--- config.mk ---
export PLATFORM = sky130hd
export DESIGN_NAME = fpcbu_top
export DESIGN_NICKNAME = d
export VERILOG_FILES = /design/src/design/fpcbu_pkg.sv /design/src/design/fpcbu_top.sv
export VERILOG_INCLUDE_DIRS = /design/src /design/src/design
export SDC_FILE = /design/constraint.sdc
export NUM_CORES = 1
export LEC_CHECK = 0
export ABC_AREA = 1
export BUFFER_PORTS_ARGS = -buffer_cell sky130_fd_sc_hd__buf_2
export CELL_PAD_IN_SITES_DETAIL_PLACEMENT = 1
export CELL_PAD_IN_SITES_GLOBAL_PLACEMENT = 1
export CORE_UTILIZATION = 40
export CTS_CLUSTER_DIAMETER = 200
export CTS_CLUSTER_SIZE = 10
export DETAILED_ROUTE_END_ITERATION = 7
export GPL_ROUTABILITY_DRIVEN = 0
export GPL_TIMING_DRIVEN = 0
export PLACE_DENSITY_LB_ADDON = 0.1
export SYNTH_ARGS = -nofsm -noshare
export SYNTH_HDL_FRONTEND = slang
export SYNTH_SLANG_ARGS = --single-unit
--- constraint.sdc ---
create_clock -name pclk -period 3.89 [get_ports pclk]
set_clock_uncertainty 0.15 [all_clocks]
set_input_delay 0.5835 -clock pclk [delete_from_list [all_inputs] [get_ports pclk]]
set_output_delay 0.5835 -clock pclk [all_outputs]
set_load 0.01 [all_outputs]
--- src/design/fpcbu_regs.svh ---
// Offsets, field positions and reset values for the FP condition branch unit.
// Assumes it is included by its bare name from the package only.
`ifndef FPCBU_REGS_SVH
`define FPCBU_REGS_SVH

// Register byte offsets on APB (32-bit data, one word each)
`define FPCBU_CTRL_OFS 12'h000
`define FPCBU_STAT_OFS 12'h004
`define FPCBU_IRQ_OFS 12'h008
`define FPCBU_MASK_OFS 12'h00c
`define FPCBU_CNT_OFS 12'h010
`define FPCBU_ADDR_W 12

// Control register fields
`define FPCBU_CTRL_CU_BIT 0
`define FPCBU_CTRL_LEGACY_BIT 1
`define FPCBU_CTRL_UNIMP_BIT 2
`define FPCBU_CTRL_RST 3'h1

// Interrupt status bit positions
`define FPCBU_EV_TAKEN 0
`define FPCBU_EV_NULL 1
`define FPCBU_EV_CPU 2
`define FPCBU_EV_RI 3
`define FPCBU_EV_UNIMP 4
`define FPCBU_EV_W 5

// Branch instruction fields
`define FPCBU_OP_HI 31
`define FPCBU_OP_LO 26
`define FPCBU_RS_HI 25
`define FPCBU_RS_LO 21
`define FPCBU_SEL_HI 20
`define FPCBU_SEL_LO 18
`define FPCBU_NULL_BIT 17
`define FPCBU_POL_BIT 16
`define FPCBU_OFF_HI 15
`define FPCBU_OFF_LO 0
`define FPCBU_OP_COP1 6'h11
`define FPCBU_RS_BC 5'h08

// Offset geometry: 16-bit field scaled by four bytes
`define FPCBU_OFF_W 16
`define FPCBU_SHIFT 2
`define FPCBU_NCC 8

`endif

--- src/design/fpcbu_pkg.sv ---
// Types shared by the FP condition branch unit.
// Assumes fpcbu_regs.svh is on the include path.
package fpcbu_pkg;
    `include "fpcbu_regs.svh"

    // Branch unit sequencing
    typedef enum logic [1:0] {
        FPCBU_IDLE = 2'h0,
        FPCBU_SLOT = 2'h1
    } fpcbu_state_t;

    // Branch request from decode
    typedef struct packed {
        logic valid;
        logic [31:0] instr;
        logic [63:0] pc;
    } fpcbu_req_t;

    // Redirect and nullify result toward fetch
    typedef struct packed {
        logic redirect;
        logic nullify;
        logic [63:0] target;
    } fpcbu_resp_t;

    // Complete module state
    typedef struct packed {
        fpcbu_state_t st;
        logic cond;
        logic null_sel;
        logic [63:0] target;
        logic redirect;
        logic nullify;
        logic cpu_exc;
        logic ri_exc;
        logic unimp_exc;
        logic [7:0] cond_bits;
        logic [2:0] ctrl;
        logic [`FPCBU_EV_W-1:0] irq;
        logic [`FPCBU_EV_W-1:0] mask;
        logic [31:0] taken_cnt;
        logic [31:0] prdata;
    } fpcbu_st_t;
endpackage

--- src/design/fpcbu_top.sv ---
// FP condition-code branch unit: evaluates false/true/likely branches,
// forms targets, redirects after the delay slot and nullifies it.
// Assumes decode presents one branch at a time, a slot_done pulse when
// the delay-slot instruction retires, and compare writes on pclk.
`timescale 1ns/1ns
module fpcbu_top
    import fpcbu_pkg::*;
#(
    parameter int REG_W = 64
) (
    input wire logic pclk,
    input wire logic presetn,
    input wire logic [`FPCBU_ADDR_W-1:0] paddr,
    input wire logic psel,
    input wire logic penable,
    input wire logic pwrite,
    input wire logic [31:0] pwdata,
    output logic [31:0] prdata,
    output logic pready,
    output logic pslverr,
    output logic irq,
    input wire fpcbu_req_t br_req,
    input wire logic slot_done,
    input wire logic cmp_we,
    input wire logic [2:0] cmp_sel,
    input wire logic cmp_val,
    output fpcbu_resp_t br_resp,
    output logic coproc_condition_signal,
    output logic [7:0] fp_status_cond,
    output logic exc_cop_unusable,
    output logic exc_reserved,
    output logic exc_fp_unimpl,
    output logic busy
);

    // Target arithmetic is sized for the package types
    initial begin
        if (REG_W != 64) begin
            $error("fpcbu_top supports only REG_W of 64");
        end
    end

    ////////////////////////////////////////////////////////////////////////
    // State and decode signals
    fpcbu_st_t s_q; // All registered state
    fpcbu_st_t s_d; // Next state
    logic is_bc; // Decoded FP condition branch
    logic [2:0] condition_select; // Which condition bit to test
    logic true_false_select; // Branch on 1 when set
    logic nullify_slot_select; // Likely variant
    logic [7:0] cond_now; // Condition bits incl. same-cycle compare
    logic sel_bit; // Tested condition bit
    logic [REG_W-1:0] target_offset; // Sign-extended scaled offset
    logic [`FPCBU_EV_W-1:0] ev; // Events this cycle
    logic acc; // APB access phase
    logic hit; // Mapped address

    ////////////////////////////////////////////////////////////////////////
    // Instruction field decode
    always_comb begin
        is_bc = br_req.instr[`FPCBU_OP_HI:`FPCBU_OP_LO] == `FPCBU_OP_COP1 &&
                br_req.instr[`FPCBU_RS_HI:`FPCBU_RS_LO] == `FPCBU_RS_BC;
        condition_select = br_req.instr[`FPCBU_SEL_HI:`FPCBU_SEL_LO];
        true_false_select = br_req.instr[`FPCBU_POL_BIT];
        nullify_slot_select = br_req.instr[`FPCBU_NULL_BIT];
        // Legacy mode forces selector zero, matching the short form
        if (s_q.ctrl[`FPCBU_CTRL_LEGACY_BIT]) begin
            condition_select = 3'h0;
        end
        // Forward a compare landing this cycle so the branch sees it
        cond_now = s_q.cond_bits;
        if (cmp_we) begin
            cond_now[cmp_sel] = cmp_val;
        end
        sel_bit = cond_now[condition_select];
        // Shift left two, sign-extend the 18-bit result
        target_offset = {{(REG_W-`FPCBU_OFF_W-`FPCBU_SHIFT)
                          {br_req.instr[`FPCBU_OFF_HI]}},
                         br_req.instr[`FPCBU_OFF_HI:`FPCBU_OFF_LO],
                         {`FPCBU_SHIFT{1'b0}}};
    end

    ////////////////////////////////////////////////////////////////////////
    // Next-state logic: branch sequencing and register file
    always_comb begin
        s_d = s_q;
        ev = '0;
        acc = psel && penable;
        hit = 1'b1;
        s_d.redirect = 1'b0;
        s_d.nullify = 1'b0;
        s_d.cpu_exc = 1'b0;
        s_d.ri_exc = 1'b0;
        s_d.unimp_exc = 1'b0;
        // Compare results are stored in the condition file
        if (cmp_we) begin
            s_d.cond_bits[cmp_sel] = cmp_val;
        end
        unique case (s_q.st)
            FPCBU_IDLE: begin
                if (br_req.valid && is_bc) begin
                    // Exceptions take priority over evaluation
                    if (!s_q.ctrl[`FPCBU_CTRL_CU_BIT]) begin
                        s_d.cpu_exc = 1'b1;
                        ev[`FPCBU_EV_CPU] = 1'b1;
                    end else if (s_q.ctrl[`FPCBU_CTRL_LEGACY_BIT] &&
                                 br_req.instr[`FPCBU_SEL_HI:`FPCBU_SEL_LO] != 3'h0) begin
                        s_d.ri_exc = 1'b1;
                        ev[`FPCBU_EV_RI] = 1'b1;
                    end else if (s_q.ctrl[`FPCBU_CTRL_UNIMP_BIT]) begin
                        s_d.unimp_exc = 1'b1;
                        ev[`FPCBU_EV_UNIMP] = 1'b1;
                    end else begin
                        // Evaluate now, act after the slot instruction
                        s_d.cond = (sel_bit == true_false_select);
                        s_d.null_sel = nullify_slot_select;
                        // Delay-slot address is the branch address plus one word
                        s_d.target = br_req.pc + 64'h4 + target_offset;
                        s_d.st = FPCBU_SLOT;
                        // Likely and not taken: kill the slot before it runs
                        if (nullify_slot_select && sel_bit != true_false_select) begin
                            s_d.nullify = 1'b1;
                            ev[`FPCBU_EV_NULL] = 1'b1;
                        end
                    end
                end
            end
            FPCBU_SLOT: begin
                // Control moves only once the slot instruction is done
                if (slot_done) begin
                    s_d.st = FPCBU_IDLE;
                    if (s_q.cond) begin
                        s_d.redirect = 1'b1;
                        s_d.taken_cnt = s_q.taken_cnt + 32'h1;
                        ev[`FPCBU_EV_TAKEN] = 1'b1;
                    end
                end
            end
        endcase
        // APB register access; reads of the IRQ register clear interrupt status after
        s_d.prdata = 32'h0;
        if (psel && !penable && !pwrite) begin
            unique case (paddr)
                `FPCBU_CTRL_OFS: s_d.prdata = {29'h0, s_q.ctrl};
                `FPCBU_STAT_OFS: s_d.prdata = {22'h0, s_q.st == FPCBU_SLOT, s_q.cond,
                                               cond_now};
                `FPCBU_IRQ_OFS: s_d.prdata = {27'h0, s_q.irq};
                `FPCBU_MASK_OFS: s_d.prdata = {27'h0, s_q.mask};
                `FPCBU_CNT_OFS: s_d.prdata = s_q.taken_cnt;
                default: s_d.prdata = 32'h0;
            endcase
        end
        unique case (paddr)
            `FPCBU_CTRL_OFS, `FPCBU_STAT_OFS, `FPCBU_IRQ_OFS,
            `FPCBU_MASK_OFS, `FPCBU_CNT_OFS: hit = 1'b1;
            default: hit = 1'b0;
        endcase
        if (acc && pwrite && hit) begin
            if (paddr == `FPCBU_CTRL_OFS) begin
                s_d.ctrl = pwdata[2:0];
            end
            if (paddr == `FPCBU_MASK_OFS) begin
                s_d.mask = pwdata[`FPCBU_EV_W-1:0];
            end
        end
        // Status read clears, but a new event in that cycle survives
        if (acc && !pwrite && paddr == `FPCBU_IRQ_OFS) begin
            s_d.irq = '0;
        end
        s_d.irq = s_d.irq | ev;
    end

    ////////////////////////////////////////////////////////////////////////
    // State register
    always_ff @(posedge pclk or negedge presetn) begin
        if (!presetn) begin
            s_q <= '{st: FPCBU_IDLE, ctrl: `FPCBU_CTRL_RST, default: '0};
        end else begin
            s_q <= s_d;
        end
    end

    ////////////////////////////////////////////////////////////////////////
    // Outputs
    assign pready = 1'b1;
    assign pslverr = acc && !hit;
    assign prdata = s_q.prdata;
    assign irq = |(s_q.irq & s_q.mask);
    assign br_resp = '{redirect: s_q.redirect, nullify: s_q.nullify, target: s_q.target};
    assign coproc_condition_signal = s_q.cond_bits[0];
    assign fp_status_cond = s_q.ctrl[`FPCBU_CTRL_LEGACY_BIT] ?
                            {7'h0, s_q.cond_bits[0]} : s_q.cond_bits;
    assign exc_cop_unusable = s_q.cpu_exc;
    assign exc_reserved = s_q.ri_exc;
    assign exc_fp_unimpl = s_q.unimp_exc;
    assign busy = s_q.st == FPCBU_SLOT;

endmodule

==> reports/qor.txt <==
Port bufs -> 237
Maximum VDD drop -> 0.295 mV
Die H -> 186 µm
DRT antenna net count -> 0
GRT Util Overall -> 26.8%
DRC viols -> 0
Yosys reg bits -> 156
Unrepaired setup endpoints after global routing -> false
Syn avg cell area -> 6.44 µm²
Max frequency -> 0.290 GHz
CTS Buffer Depth -> 2
Maxcap violations -> 0
Final #Nets -> 2624
Top_reg_cell synth -> dfrtp_1
Power Density -> 294 nW/µm²
Sequential area share after synthesis -> 29.0%
Layout Utilization -> 48.2%
Setup Fix Bufs, Post-CTS -> 0
Total power -> 4.65 mW
Std cell rows -> 66
Most frequent cells in the layout -> nand2_1, inv_1, buf_2
Largest net degree at the start of global routing -> 118
WL per Instance -> 16.0 µm
Cts repair resizes -> 0
Result of the run -> finished, final reports clean
Critical path capture point type -> register
Share of layout cells above drive strength 1 -> 16.9%
Initial drt markers -> 634
Final global-route overflow total -> 0
Overall die area -> 34400 µm²
Final setup fails -> 0
CTS tree -> built
Die Span X -> 186 µm
Worst EP required -> 4.05 ns
Vias in the first global route -> 13900
Hpwl dp -> 37.4 mm
Most common cell after layout, fill and taps aside -> nand2_1
Via density -> 4.87
Synthesized area -> 13500 µm²
Post-synth EDFFs -> 0
Number of buffers created by CTS -> 17
Max transition margin -> 37.9%
Area Overhead vs Synth -> 17.5%
CTS root buf -> clkbuf_16
Hold-fix buffers at CTS -> 1
Leak pwr -> 9.74 nW
Clock latency on the worst-skew pair -> 0.44 ns
Worst hold path class -> input port to register
Ys async rst share -> 100%
Crit path DAT -> 3.61 ns
Worst Max-Slew Pin Slew -> 0.932 ns
CP Max Fanout -> 47
Post-Syn Instances -> 2091
Synth unique cells -> 39
DR pass1 iterations -> 5
Via Count -> 13700
Yosys warns -> 0
H-tree level count -> 4
# IOs -> 266
Core Region -> 32900 µm²
CP startpoint kind -> input port
Final Hold Fails -> 0
Max Slew Vio Count -> 0
Initial Util -> 41.0%
Tcrit/Tclk final -> 88.6%
Total Wirelength -> 45.0 mm
Initial antenna violation count -> 1
Crit Path Category -> input port to register
Syn Nets -> 2366
First-pass GRT wire length -> 71.0 mm
Sinks on Clock Net -> 156
Final min period -> 3.45 ns
Reg clk slew, reported paths -> 0.06 ns
-- cell families after synthesis --
family / Yosys count / synth area share, %
AND/OR/NAND/NOR: 1138 / 34.5
buffers and inverters: 502 / 16.8
flip-flops: 156 / 29.0
adder cells (fa/ha/maj): 123 / 11.5
AO/OA/AOI/OAI: 117 / 4.61
XOR/XNOR: 52 / 3.38
multiplexers: 2 / 0.167
other: 1 / 0.0278
-- registers in the layout, indices dropped and copies added, names as in the netlist --
name,count
prdata,32
exc_reserved,1
exc_cop_unusable,1
br_resp,66
s_q,54
coproc_condition_signal,1
exc_fp_unimpl,1
-- worst paths after layout --
path | startpoint | endpoint | slack (ns) | cells after the start
setup / recovery | br_req[79] | br_resp[26] | 0.44 | 12
max in group asynchronous | presetn | br_resp[40] | 2.15 | 3
hold reg to reg | s_q[45] | s_q[45] | 0.32 | 1
min in group asynchronous | presetn | s_q[84] | 0.46 | 2
setup reg to reg | s_q[156] | br_resp[52] | 1.28 | 6
hold / removal | br_req[0] | br_resp[0] | 0.20 | 3
-- critical path, cell delays in order --
cell and delay, ns:
buf_2 0.70, ha_1 0.39, ha_1 0.42, nand2_1 0.15, inv_1 0.05, nand2_1 0.06
nand2_1 0.07, a21oi_1 0.27, nand3_1 0.32, or2_2 0.37, nand3_1 0.13, nand2_1 0.07
-- Yosys cell counts (all sizes together), types with 13 or more instances --
master / count / area, µm²
a21oi: 54 / 270
buf: 104 / 773
clkbuf: 14 / 52.6
dfrtp: 155 / 3880
ha: 122 / 1530
inv: 384 / 1440
nand2: 762 / 2870
nand3: 108 / 541
nand4: 13 / 81.3
nor2: 178 / 683
nor3: 48 / 267
o21ai: 49 / 245
xnor2: 20 / 175
xor2: 32 / 280
-- where the power goes --
part	total, mW	internal (mW)	switching [mW]
clock network	1.67	0.852	0.816
logic	1.34	0.440	0.898
registers	1.64	1.64	0.00564
total	4.65	2.93	1.72
-- layer usage --
layer | track usage (%) | share of wire (%)
met2 | 45.9 | 47
met5 | 0 | 0
met4 | 9.44 | 3.0
met3 | 3.60 | 4.1
met1 | 34.5 | 46
-- cell type report --
class | count | area [µm²]
diodes | 1 | 2.50
plain buffers | 118 | 826
clock buffers | 17 | 425
clock inverters | 15 | 148
fillers | 4555 | 17000
inverters | 384 | 1440
multi-input cells | 1433 | 7300
flip-flops and latches | 156 | 3910
well taps | 442 | 553
repair buffers | 239 | 1230
-- metrics by stage --
stage	setup slack, ns	setup TNS (ns)	instance area (µm²)	hold slack (ns)	cells
6_report	0.443	0	15800	0.204	2805
5_1_grt	0.134	0	15800	0.206	2804
4_1_cts	0.468	0	15800	0.192	2804
3_5_place_dp	0.0227	0	15300	0.311	2771
3_3_place_gp	-0.467	-69.02	15200	0.304	2770
2_1_floorplan	1.22	0	13500	0.138	2091
Note: power is estimated with default switching activity, not from simulation.
